--- src/rtl/sleep_alarm_pkg.sv ---
/*
 * Shared constants and types of the backup sleep, wakeup and alarm block:
 * register byte offsets, field positions, reset values, dividers and the
 * packed carriers for the control byte, the interrupt events and the bus
 * request. Assumes a 32-bit classic Wishbone slave with byte addresses.
 */
package sleep_alarm_pkg;

  // ****************************************
  // Register byte offsets
  // ****************************************
  localparam logic [7:0] RTC_SEL_OFS = 8'h80;
  localparam logic [7:0] CTRL_OFS = 8'h84;
  localparam logic [7:0] STATUS_OFS = 8'h88;
  localparam logic [7:0] WORD_FIRST_OFS = 8'h90;
  localparam logic [7:0] WORD_LAST_OFS = 8'hac;
  localparam logic [7:0] IRQ_STAT_OFS = 8'hb0;
  localparam logic [7:0] IRQ_MASK_OFS = 8'hb4;

  // ****************************************
  // Field positions and reset values
  // ****************************************
  localparam int CTRL_FLAGS_LSB = 24;
  localparam int WAKE_CLEAR_BIT = 31;
  localparam int CAUSE_BIT = 24;
  localparam int SRC_SEL_LSB = 2;
  localparam int CNT_W = 24;
  localparam int WORDS = 8;
  localparam logic [23:0] ALARM_RESET = 24'h01ffff;
  localparam logic [23:0] COUNT_RESET = 24'h000000;
  localparam logic [31:0] WORD_RESET = 32'h00000000;

  // ****************************************
  // Dividers of the backup time base
  // ****************************************
  localparam int HSE_DIV = 128;
  localparam int MIN_SECS = 60;
  localparam int SEC_TICKS_DEF = 32768;

  typedef enum logic [1:0] {
    SRC_NONE = 2'h0,
    SRC_LSE = 2'h1,
    SRC_LSI = 2'h2,
    SRC_HSE = 2'h3
  } rtc_src_t;

  // Upper byte of the sleep control register, bit 31 first
  typedef struct packed {
    logic wake_flag_clear;
    logic sleep_all_sources_off;
    logic sleep_regulator_low_power;
    logic sleep_regulator_off;
    logic pin_wake_enable;
    logic sleep_counter_enable;
    logic sleep_alarm_enable;
    logic alarm_unit_select;
  } ctrl_t;

  localparam ctrl_t CTRL_RESET = 8'h00;

  // Sticky interrupt events, bit 2 first
  typedef struct packed {
    logic pin;
    logic resume;
    logic alarm;
  } evt_t;

  localparam int EVT_W = 3;

  typedef struct packed {
    logic [7:0] adr;
    logic we;
    logic [3:0] sel;
    logic [31:0] dat;
  } wb_req_t;

endpackage : sleep_alarm_pkg

--- src/rtl/tick_div.sv ---
/*
 * Enable divider: one output pulse per DIV input enable pulses.
 * Assumes en_i is a one-cycle pulse synchronous to clk_i.
 */
`timescale 1ns/10ps
module tick_div #(
  parameter int DIV = 128
) (
  // Clock and reset
  input wire logic clk_i,
  input wire logic rst_i,
  // Enables
  input wire logic en_i,
  output logic tick_o
);

  localparam int W = $clog2(DIV + 1);
  localparam logic [W-1:0] LAST = W'(DIV - 1);

  logic [W-1:0] cnt_q;

  always_ff @(posedge clk_i) begin
    if (rst_i) begin
      cnt_q <= '0;
      tick_o <= 1'b0;
    end else begin
      tick_o <= en_i && (cnt_q == LAST);
      if (en_i) begin
        cnt_q <= (cnt_q == LAST) ? '0 : cnt_q + W'(1);
      end
    end
  end

endmodule : tick_div

--- src/rtl/retained_words.sv ---
/*
 * Eight retained 32-bit words with byte-lane writes and registered read
 * data. Assumes the caller presents the read index one cycle early.
 */
`timescale 1ns/10ps
module retained_words #(
  parameter int N = sleep_alarm_pkg::WORDS
) (
  // Clock and reset
  input wire logic clk_i,
  input wire logic rst_i,
  // Access
  input wire logic we_i,
  input wire logic [3:0] be_i,
  input wire logic [$clog2(N)-1:0] wr_idx_i,
  input wire logic [$clog2(N)-1:0] rd_idx_i,
  input wire logic [31:0] wdat_i,
  output logic [31:0] rdat_o
);

  import sleep_alarm_pkg::*;

  logic [31:0] mem_q [N];

  // Contents only clear on the backup-domain reset
  always_ff @(posedge clk_i) begin
    if (rst_i) begin
      for (int i = 0; i < N; i++) begin
        mem_q[i] <= WORD_RESET;
      end
    end else if (we_i) begin
      for (int b = 0; b < 4; b++) begin
        if (be_i[b]) begin
          mem_q[wr_idx_i][8*b +: 8] <= wdat_i[8*b +: 8];
        end
      end
    end
  end

  always_ff @(posedge clk_i) begin
    if (rst_i) begin
      rdat_o <= WORD_RESET;
    end else begin
      rdat_o <= mem_q[rd_idx_i];
    end
  end

endmodule : retained_words

--- src/rtl/backup_sleep_wakeup_alarm.sv ---
/*
 * Backup-domain sleep controller: deep-sleep power and clock options,
 * pin wakeup gate, sleep counter with alarm, wake flags and retained
 * words, all behind a classic Wishbone slave.
 * Assumes every input is synchronous to clk_i and the tick inputs are
 * one-cycle pulses, one per period of each oscillator.
 */
// Added by the designer: register access over Wishbone.
// Summary of operation
// - Resume from low power sets clear-wakeup bit
// - Writing one clears both wake flags
// - Deep sleep with sources-off stops all clocks
// - Regulator low power during deep sleep
// - Regulator off during deep sleep
// - Pin wakes only when enabled
// - Counter advances only while enabled
// - Alarm events only while alarm enabled
// - Unit bit picks seconds or minutes
// - Alarm value write-only, reset 0x1FFFF
// - Cause flag: zero alarm, one low-power
// - Status shows counter, reserved bits zero
// - Eight retained words at 0x90-0xAC
// - Two-bit source select of counter clock
`timescale 1ns/10ps
module backup_sleep_wakeup_alarm
  import sleep_alarm_pkg::*;
#(
  parameter int SEC_TICKS = SEC_TICKS_DEF
) (
  // Clock and reset
  input wire logic clk_i,
  input wire logic rst_i,
  // Wishbone slave
  input wire logic cyc_i,
  input wire logic stb_i,
  input wire logic we_i,
  input wire logic [7:0] adr_i,
  input wire logic [3:0] sel_i,
  input wire logic [31:0] dat_i,
  output logic [31:0] dat_o,
  output logic ack_o,
  // Power manager and oscillators
  input wire logic deep_sleep_i,
  input wire logic lowpower_resume_i,
  input wire logic wake_pin_i,
  input wire logic lse_tick_i,
  input wire logic lsi_tick_i,
  input wire logic hse_tick_i,
  // Power controls and events
  output logic clocks_off_o,
  output logic regulator_low_power_o,
  output logic regulator_off_o,
  output logic wake_request_o,
  output logic irq_o
);

  import sleep_alarm_pkg::*;

  typedef enum logic [1:0] {BUS_IDLE, BUS_FETCH, BUS_ACK} bus_t;

  function automatic logic [31:0] lane_mask(input logic [3:0] sel);
    return {{8{sel[3]}}, {8{sel[2]}}, {8{sel[1]}}, {8{sel[0]}}};
  endfunction : lane_mask

  function automatic logic [31:0] merge(input logic [31:0] old, input logic [31:0] nw,
                                        input logic [3:0] sel);
    return (old & ~lane_mask(sel)) | (nw & lane_mask(sel));
  endfunction : merge

  // ****************************************
  // Bus slave
  // ****************************************
  bus_t state_q;
  wb_req_t req_q;
  logic [31:0] word_rdat;
  logic fetch;
  logic word_hit;

  assign fetch = (state_q == BUS_FETCH);
  assign word_hit = (req_q.adr >= WORD_FIRST_OFS) && (req_q.adr <= WORD_LAST_OFS) &&
                    (req_q.adr[1:0] == 2'h0);

  // Two-cycle answer so the retained words can come out of a register
  always_ff @(posedge clk_i) begin
    if (rst_i) begin
      state_q <= BUS_IDLE;
      req_q <= '0;
      ack_o <= 1'b0;
    end else begin
      ack_o <= fetch;
      case (state_q)
        BUS_IDLE: begin
          if (cyc_i && stb_i) begin
            state_q <= BUS_FETCH;
            req_q <= '{adr: adr_i, we: we_i, sel: sel_i, dat: dat_i};
          end
        end
        BUS_FETCH: state_q <= BUS_ACK;
        BUS_ACK: state_q <= BUS_IDLE;
        default: state_q <= BUS_IDLE;
      endcase
    end
  end

  function automatic logic wr_at(input logic [7:0] ofs, input logic f, input wb_req_t r);
    return f && r.we && (r.adr == ofs);
  endfunction : wr_at

  retained_words #(.N(WORDS)) u_words (
    .clk_i(clk_i),
    .rst_i(rst_i),
    .we_i(fetch && req_q.we && word_hit),
    .be_i(req_q.sel),
    .wr_idx_i(req_q.adr[4:2]),
    .rd_idx_i(adr_i[4:2]),
    .wdat_i(req_q.dat),
    .rdat_o(word_rdat)
  );

  // ****************************************
  // Control and source registers
  // ****************************************
  ctrl_t ctrl_q;
  logic [23:0] alarm_q;
  logic [1:0] src_q;
  logic [31:0] ctrl_new;
  logic [31:0] src_new;
  logic clear_wr;

  // Unselected lanes keep the alarm value, so a flag-only write cannot zero it
  assign ctrl_new = merge({ctrl_q, alarm_q}, req_q.dat, req_q.sel);
  assign src_new = merge({28'h0, src_q, 2'h0}, req_q.dat, req_q.sel);
  assign clear_wr = wr_at(CTRL_OFS, fetch, req_q) && req_q.sel[3] &&
                    req_q.dat[WAKE_CLEAR_BIT];

  // Option bits are plain read/write; a resume beats a clear of the top bit
  always_ff @(posedge clk_i) begin
    if (rst_i) begin
      ctrl_q <= CTRL_RESET;
      alarm_q <= ALARM_RESET;
      src_q <= SRC_NONE;
    end else begin
      if (wr_at(CTRL_OFS, fetch, req_q)) begin
        ctrl_q[6:0] <= ctrl_new[CTRL_FLAGS_LSB +: 7];
        alarm_q <= ctrl_new[23:0];
      end
      if (lowpower_resume_i) begin
        ctrl_q.wake_flag_clear <= 1'b1;
      end else if (clear_wr) begin
        ctrl_q.wake_flag_clear <= 1'b0;
      end
      if (wr_at(RTC_SEL_OFS, fetch, req_q)) begin
        src_q <= src_new[SRC_SEL_LSB +: 2];
      end
    end
  end

  // ****************************************
  // Time base and sleep counter
  // ****************************************
  logic hse_tick;
  logic rtc_tick;
  logic sec_tick;
  logic min_tick;
  logic unit_tick;
  logic [23:0] count_q;
  logic [23:0] count_next;
  logic alarm_fire;

  tick_div #(.DIV(HSE_DIV)) u_hse_div (
    .clk_i(clk_i),
    .rst_i(rst_i),
    .en_i(hse_tick_i),
    .tick_o(hse_tick)
  );

  always_comb begin
    case (rtc_src_t'(src_q))
      SRC_LSE: rtc_tick = lse_tick_i;
      SRC_LSI: rtc_tick = lsi_tick_i;
      SRC_HSE: rtc_tick = hse_tick;
      default: rtc_tick = 1'b0;
    endcase
  end

  tick_div #(.DIV(SEC_TICKS)) u_sec_div (
    .clk_i(clk_i),
    .rst_i(rst_i),
    .en_i(rtc_tick),
    .tick_o(sec_tick)
  );

  tick_div #(.DIV(MIN_SECS)) u_min_div (
    .clk_i(clk_i),
    .rst_i(rst_i),
    .en_i(sec_tick),
    .tick_o(min_tick)
  );

  assign unit_tick = ctrl_q.alarm_unit_select ? min_tick : sec_tick;
  assign count_next = count_q + 24'h000001;
  assign alarm_fire = ctrl_q.sleep_counter_enable && ctrl_q.sleep_alarm_enable &&
                      unit_tick && (count_next == alarm_q);

  // Counter wraps at the top; it is only cleared by the backup reset
  always_ff @(posedge clk_i) begin
    if (rst_i) begin
      count_q <= COUNT_RESET;
    end else if (ctrl_q.sleep_counter_enable && unit_tick) begin
      count_q <= count_next;
    end
  end

  // ****************************************
  // Wakeup flags and requests
  // ****************************************
  logic cause_q;
  logic pin_q;
  logic pin_fire;

  assign pin_fire = ctrl_q.pin_wake_enable && deep_sleep_i && wake_pin_i && !pin_q;

  // A resume in the same cycle as a clear wins over the clear
  always_ff @(posedge clk_i) begin
    if (rst_i) begin
      cause_q <= 1'b0;
    end else begin
      if (lowpower_resume_i) begin
        cause_q <= 1'b1;
      end else if (alarm_fire || clear_wr) begin
        cause_q <= 1'b0;
      end
    end
  end

  always_ff @(posedge clk_i) begin
    if (rst_i) begin
      pin_q <= 1'b0;
      wake_request_o <= 1'b0;
    end else begin
      pin_q <= wake_pin_i;
      wake_request_o <= alarm_fire || pin_fire;
    end
  end

  // ****************************************
  // Deep-sleep power controls
  // ****************************************
  always_ff @(posedge clk_i) begin
    if (rst_i) begin
      clocks_off_o <= 1'b0;
      regulator_low_power_o <= 1'b0;
      regulator_off_o <= 1'b0;
    end else begin
      clocks_off_o <= deep_sleep_i && ctrl_q.sleep_all_sources_off;
      // Removing the supply overrides the low-power request
      regulator_low_power_o <= deep_sleep_i && ctrl_q.sleep_regulator_low_power &&
                               !ctrl_q.sleep_regulator_off;
      regulator_off_o <= deep_sleep_i && ctrl_q.sleep_regulator_off;
    end
  end

  // ****************************************
  // Interrupts
  // ****************************************
  evt_t irq_stat_q;
  evt_t irq_mask_q;
  evt_t evt;
  evt_t irq_clr;
  logic [31:0] mask_new;

  assign evt = '{pin: pin_fire, resume: lowpower_resume_i, alarm: alarm_fire};
  assign irq_clr = wr_at(IRQ_STAT_OFS, fetch, req_q) ?
                   evt_t'(req_q.dat[EVT_W-1:0] & {EVT_W{req_q.sel[0]}}) : '0;
  assign mask_new = merge({29'h0, irq_mask_q}, req_q.dat, req_q.sel);

  always_ff @(posedge clk_i) begin
    if (rst_i) begin
      irq_stat_q <= '0;
      irq_mask_q <= '0;
      irq_o <= 1'b0;
    end else begin
      irq_stat_q <= (irq_stat_q & ~irq_clr) | evt;
      if (wr_at(IRQ_MASK_OFS, fetch, req_q)) begin
        irq_mask_q <= mask_new[EVT_W-1:0];
      end
      irq_o <= |(irq_stat_q & irq_mask_q);
    end
  end

  // ****************************************
  // Read data
  // ****************************************
  always_ff @(posedge clk_i) begin
    if (rst_i) begin
      dat_o <= '0;
    end else if (fetch) begin
      if (req_q.we) begin
        dat_o <= '0;
      end else if (word_hit) begin
        dat_o <= word_rdat;
      end else begin
        case (req_q.adr)
          CTRL_OFS: dat_o <= {ctrl_q, 24'h0};
          STATUS_OFS: dat_o <= {7'h0, cause_q, count_q};
          RTC_SEL_OFS: dat_o <= {28'h0, src_q, 2'h0};
          IRQ_STAT_OFS: dat_o <= {29'h0, irq_stat_q};
          IRQ_MASK_OFS: dat_o <= {29'h0, irq_mask_q};
          default: dat_o <= '0;
        endcase
      end
    end
  end
endmodule : backup_sleep_wakeup_alarm

--- config.mk ---
export PLATFORM = sky130hd
export DESIGN_NAME = backup_sleep_wakeup_alarm
export DESIGN_NICKNAME = d
export VERILOG_FILES = /design/src/rtl/sleep_alarm_pkg.sv /design/src/rtl/tick_div.sv /design/src/rtl/retained_words.sv /design/src/rtl/backup_sleep_wakeup_alarm.sv
export SDC_FILE = /design/constraint.sdc
export NUM_CORES = 1
export LEC_CHECK = 0
export BUFFER_PORTS_ARGS = -buffer_cell sky130_fd_sc_hd__buf_4
export CORE_AREA = 2 2 199 201
export DETAILED_ROUTE_END_ITERATION = 8
export DIE_AREA = 0 0 201 203
export PLACE_DENSITY = 0.76
export SLEW_MARGIN = 0
export SYNTH_ARGS = -nofsm -noshare
export SYNTH_HDL_FRONTEND = slang
export SYNTH_SLANG_ARGS = --single-unit
--- constraint.sdc ---
create_clock -name clk_i -period 2.6 [get_ports clk_i]
set_input_delay 0.26 -clock clk_i [delete_from_list [all_inputs] [get_ports clk_i]]
set_output_delay 0.26 -clock clk_i [all_outputs]
set_load 0.01 [all_outputs]
# Word level (Yosys, flattened, before mapping)
# Memory sizes are Yosys's and may differ from the RTL's. A register that Yosys moved wholly into a read port is not among the register bits.
# Cells that the tools add are included.
dict set report totals {
  mem_bits_rw 256
  output_inout_bits 38
  ff_bits 184
  elab_cells 143
  mem_count 1
}
dict set report classes {
  muxes 36
  bitwise 13
  n_reduce_logical 36
  magnitude_cmp 2
  addsub 4
  n_eq_ne 14
}
# memory depth width read_ports rd_clocked_by_memory_dff write_ports line
set memory_table {}
lappend memory_table {u_words.mem_q 8 32 1 1 8 retained_words.sv:23} ;# logic [31:0] mem_q [N];
# operator n
set ops {}
lappend ops {{$pmux W32 S5} 1}
lappend ops {{$mux W32} 3}
lappend ops {{$and A31 B31 Y31} 2}
lappend ops {{$eq A8 B8 Y1 const B} 5}
lappend ops {{$reduce_or A32 Y1} 1}
lappend ops {{$not A31 Y31} 1}
lappend ops {{$or A31 B31 Y31} 1}
lappend ops {{$logic_and A1 B1 Y1} 25}
lappend ops {{$add A24 B1 Y24 const B} 1}
lappend ops {{$eq A24 B24 Y1} 1}
lappend ops {{$mux W1} 23}
lappend ops {{$add A16 B1 Y16 const B} 1}
lappend ops {{$eq A16 B15 Y1 const B} 1}
lappend ops {{$mux W16} 1}
lappend ops {{$and A3 B3 Y3} 4}
lappend ops {{$add A8 B1 Y8 const B} 1}
lappend ops {{$eq A8 B7 Y1 const B} 1}
lappend ops {{$ge A8 B8 Y1 const B} 1}
lappend ops {{$le A8 B8 Y1 const B} 1}
lappend ops {{$mux W8} 1}
lappend ops {{$add A6 B1 Y6 const B} 1}
lappend ops {{$eq A6 B6 Y1 const B} 1}
lappend ops {{$mux W3} 2}
lappend ops {{$mux W6} 1}
lappend ops {{other kinds (17)} 24}

# Depth between registers and ports, before layout
dict set report logic_depth {
  ltp_word 9
  mapped_depth 9
}

# By module
# Synthesis repeated with hierarchy kept, for this count alone.
dict set report hier_totals {
  cells_unflattened 1743
  hier_area_um2 20533.4
}
# module seq_area_each_um2 area_per_inst_um2 n_inst cells_each
set by_module_without_submodules {}
lappend by_module_without_submodules {retained_words 8328.0 12366.9 1 776}
lappend by_module_without_submodules {backup_sleep_wakeup_alarm 3022.9 6722.7 1 815}
lappend by_module_without_submodules {{tick_div (u_sec_div)} 340.3 778.2 1 82}
lappend by_module_without_submodules {{tick_div (u_hse_div)} 180.2 379.1 1 40}
lappend by_module_without_submodules {{tick_div (u_min_div)} 140.1 286.5 1 30}

# Worst setup path before layout
# OpenSTA, ideal clock, no wires.
dict set report synth_path {
  kind {reg2reg}
  startpoint {reg req_q[37] (netlist name)}
  endpoint {mem u_words.mem_q[7][10] (enable)}
  path_stages_with_launch 7
  path_buffers 1
  arrival_time_ns 2.294
  setup_slack_ns -0.078
  cell_sequence {dfxtp_1 -> or4b_4 -> nor2_2 -> and4_1 -> nand2_1 -> buf_2 -> o21ai_0}
}
# element line
set synth_rtl {}
lappend synth_rtl {{start: declaration} backup_sleep_wakeup_alarm.sv:74} ;# wb_req_t req_q;
lappend synth_rtl {{start signal: assignment} backup_sleep_wakeup_alarm.sv:95} ;# req_q <= '{adr: adr_i, we: we_i, sel: sel_i, dat: dat_i};
lappend synth_rtl {{end: declaration} retained_words.sv:23}

# Worst setup path in the final report
dict set report layout_path {
  startpoint {reg req_q[37] (netlist name)}
  endpoint {reg dat_o[20]}
}
dict set report layout_between {
  elab_chain_len 5
}
# element line
set layout_lines {}
lappend layout_lines {{$ge A8 B8 Y1 or $le A8 B8 Y1 (tied branches)} backup_sleep_wakeup_alarm.sv:80} ;# assign word_hit = (req_q.adr >= WORD_FIRST_OFS) && (req_q.adr <= WORD_LAST_OFS) &&
lappend layout_lines {{$logic_and A1 B1 Y1 (2 in a row)} backup_sleep_wakeup_alarm.sv:80}
lappend layout_lines {{$mux W32 *} backup_sleep_wakeup_alarm.sv:300} ;# end else if (word_hit) begin
lappend layout_lines {{$mux W32 *} backup_sleep_wakeup_alarm.sv:298} ;# if (req_q.we) begin
lappend layout_lines {{end signal: assignment} backup_sleep_wakeup_alarm.sv:301} ;# dat_o <= word_rdat;
lappend layout_lines {{end signal: assignment} backup_sleep_wakeup_alarm.sv:304} ;# CTRL_OFS: dat_o <= {ctrl_q, 24'h0};
lappend layout_lines {{end signal: assignment} backup_sleep_wakeup_alarm.sv:305} ;# STATUS_OFS: dat_o <= {7'h0, cause_q, count_q};
lappend layout_lines {{end: declaration} backup_sleep_wakeup_alarm.sv:40} ;# output logic [31:0] dat_o,
# Every way passes the cells marked *; elsewhere a longest branch is shown, timed or not.
# A chain may end at the register's enable or synchronous reset.

==> results.cfg <==
[run_status]
status = finished, final reports clean

[placement]
hpwl_um = 34600
io_buffers = 92
placed_cells = 2371
place_congestion = 0.975

[route]
wl_um = 51300
dr.first_iter.drc_count = 1400
num_vias = 14400
drc = 0
ant_nets = 0
dr.pass1.iters = 5
vias_per_cell = 5.74
wl_per_cell_um = 20.5

[die]
initial_utilization_pct = 53.4
core_region_area_mm2 = 0.0385
die_width_um = 201
num_rows = 72
die_y_um = 203
io_pins = 93
die_area_mm2 = 0.0408

[sta]
tightest_slew_ns = 1.04
slew_headroom_pct = 31.0
slew_violations = 0
fin_skew_ns = 0.0222
finalSetupViolCount = 0
hold_viol_final = 0
post-route-period-util_pct = 94.6
post-route-min-period_ns = 2.46
fmax_mhz = 407
timing.hold.ws_ns = 0.0283
grt_setup_unrepaired = no

[synthesis]
synth_area_mm2 = 0.0205
synth-async-reset-ratio_pct = 0
syn_nets = 1837
synth_ff_type = edfxtp_1
ys_ff_latch = 472
synthCells = 1778
synthTopCellsByArea = edfxtp_1, dfxtp_1, and2_1, mux4_2, nand2_1
ys_types = 65
synth_edf_count = 256
synth_largest_area_cell = edfxtp_1
yosys_warnings = 0
post_synth.cell_area_avg_um2 = 11.6
synth_top_area_share_pct = 37.4
ys_seq_area_share_pct = 58.5

[finish]
stdcell_count = 2506
drive_above_1_share_pct = 18.0
layout_commonest_cell = and2_1
antenna_cells = 0
fin_nets = 2008
final_core_util_pct = 63.0
final_cell_mix = and2_1, edfxtp_1, dfxtp_1
area_growth_pct = 18.0

[pwr]
power_switching_w = 0.00349
combPwrFrac_pct = 5.0
power_density_mw_per_mm2 = 658
p_leak_nw = 9.09
intPower_w = 0.0125
switching_share_pct = 21.9
clock_power_share_pct = 43.4
ir_drop_uv = 485
pwr-share-seq_pct = 51.5
finalPower_w = 0.0160

[clock_tree]
clk_pin_slew_ns = 0.06
cts_sinks = 472
cts_tree = done
clock_path_buffers = 3
cts_buffers = 48
ctsRootBufferMaster = clkbuf_16
clk_latency_ns = 0.59
htree_levels = 2

[worst_setup_path]
start_kind = flop
end_kind = flop
crit_arrival_ns = 2.96
crit_fanout = 9
critPathKind = reg2reg
required_ns = 3.10

[grt]
antenna_found_initial = 1
grt_max_degree = 97
grt_overflow = 0
grt_pass1_vias = 14200
grt_pass1_wl_um = 79800
grt.total_usage_pct = 25.3

[flow_run]
drv_cap = 0

[hold_path]
worstHoldPathType = in2reg
-- final timing paths --
check                               start        end  slack [ns]  cells after the start
worst max register to register  req_q[37]  dat_o[20]        0.14                      7
worst min register to register  req_q[44]  req_q[44]        0.45                      2
worst min-delay path             adr_i[5]  req_q[42]        0.03                      3
worst max-delay path            req_q[37]  dat_o[20]        0.14                      7
-- sequential cells by signal, summed over array words and instances (netlist names), named ones only --
register and cells:
u_min_div.cnt_q 6, state_q 2, regulator_off_o 1, u_hse_div.tick_o 1
dat_o 32, cause_q 1, req_q 45, wake_request_o 1
u_sec_div.cnt_q 16, irq_o 1, u_words.mem_q 256, clocks_off_o 1
pin_q 1, u_min_div.tick_o 1, regulator_low_power_o 1, count_q 24
ack_o 1, u_words.rdat_o 32, u_hse_div.cnt_q 8, u_sec_div.tick_o 1
ctrl_q 1, irq_stat_q 3
-- logic make-up after synthesis --
family	after synthesis	share of synthesized area, %
compound gates	210	6.43
xor+xnor	76	3.24
fa+ha+maj	4	0.244
buf+inv	113	2.33
flops	472	58.5
mux	112	9.36
simple gates	791	19.9
-- through the flow --
step / setup TNS (ns) / setup WS, ns / instance area, µm²
after detailed placement: 0 / 0.119 / 22200
after global placement: 0 / 0.226 / 22200
after floorplan: -9.77 / -0.0778 / 20500
after global routing: 0 / 0.0132 / 24200
after CTS: 0 / 0.109 / 24200
final: 0 / 0.140 / 24200
-- worst max-delay path, cell delays in order (launching register included) --
cell and delay [ns]:
dfxtp_1 0.31, or4b_4 0.60, or3_4 0.37, nor3b_4 0.47, buf_4 0.26, a22o_1 0.16
a22oi_1 0.08, nor2_1 0.11
-- layout make-up --
cell class              count  area (µm²)
repair buffers            230        1880
clock buffers              74        1490
well taps                 518         648
multi-input cells        1193        8080
clock inverters            15         115
inverters                   4        15.0
fillers                  2860       14200
flip-flops and latches    472       12000
-- power by group through the flow --
stage	clock, W	combinational [W]	sequential, W
after floorplan	0	0.000476	0.00828
after global placement	0	0.000725	0.00836
after detailed placement	0	0.000740	0.00837
after CTS	0.00700	0.000799	0.00822
after global routing	0.00727	0.000857	0.00824
final	0.00693	0.000803	0.00822
-- cell usage after synthesis (all sizes together) (2+ instances only) --
library cell  number
or3               10
and2             260
nand3             55
edfxtp           256
nor2             177
mux2i             47
inv                4
nand4             24
dfxtp            216
nor3              17
xnor2             33
a31oi              4
a22o              28
nand2b             6
and3              10
clkbuf            74
ha                 4
nand4b             2
and4               5
or4                2
o31ai              4
buf               35
a21oi             81
o21ai             45
xor2              43
a222oi             3
nor4              11
nand2            195
a22oi             33
nand3b             4
mux4              64
nor2b              4
-- routing by layer --
metal | vias to the layer above | wire length [µm] | global-route usage, %
met1 | 7039 | 22000 | 35.1
met2 | 592 | 24000 | 41.0
li1 | 6665 | - | -
met5 | - | 0 | 0
met3 | 95 | 3720 | 3.69
met4 | 0 | 1580 | 9.18
-- repair_timing --
item,CTS,global route
hold endpoints to repair,47,0
setup endpoints to repair,0,3
buffers inserted,0,2
gates resized for setup,0,3
hold buffers,44,0
(Power assumes the default switching activity.)
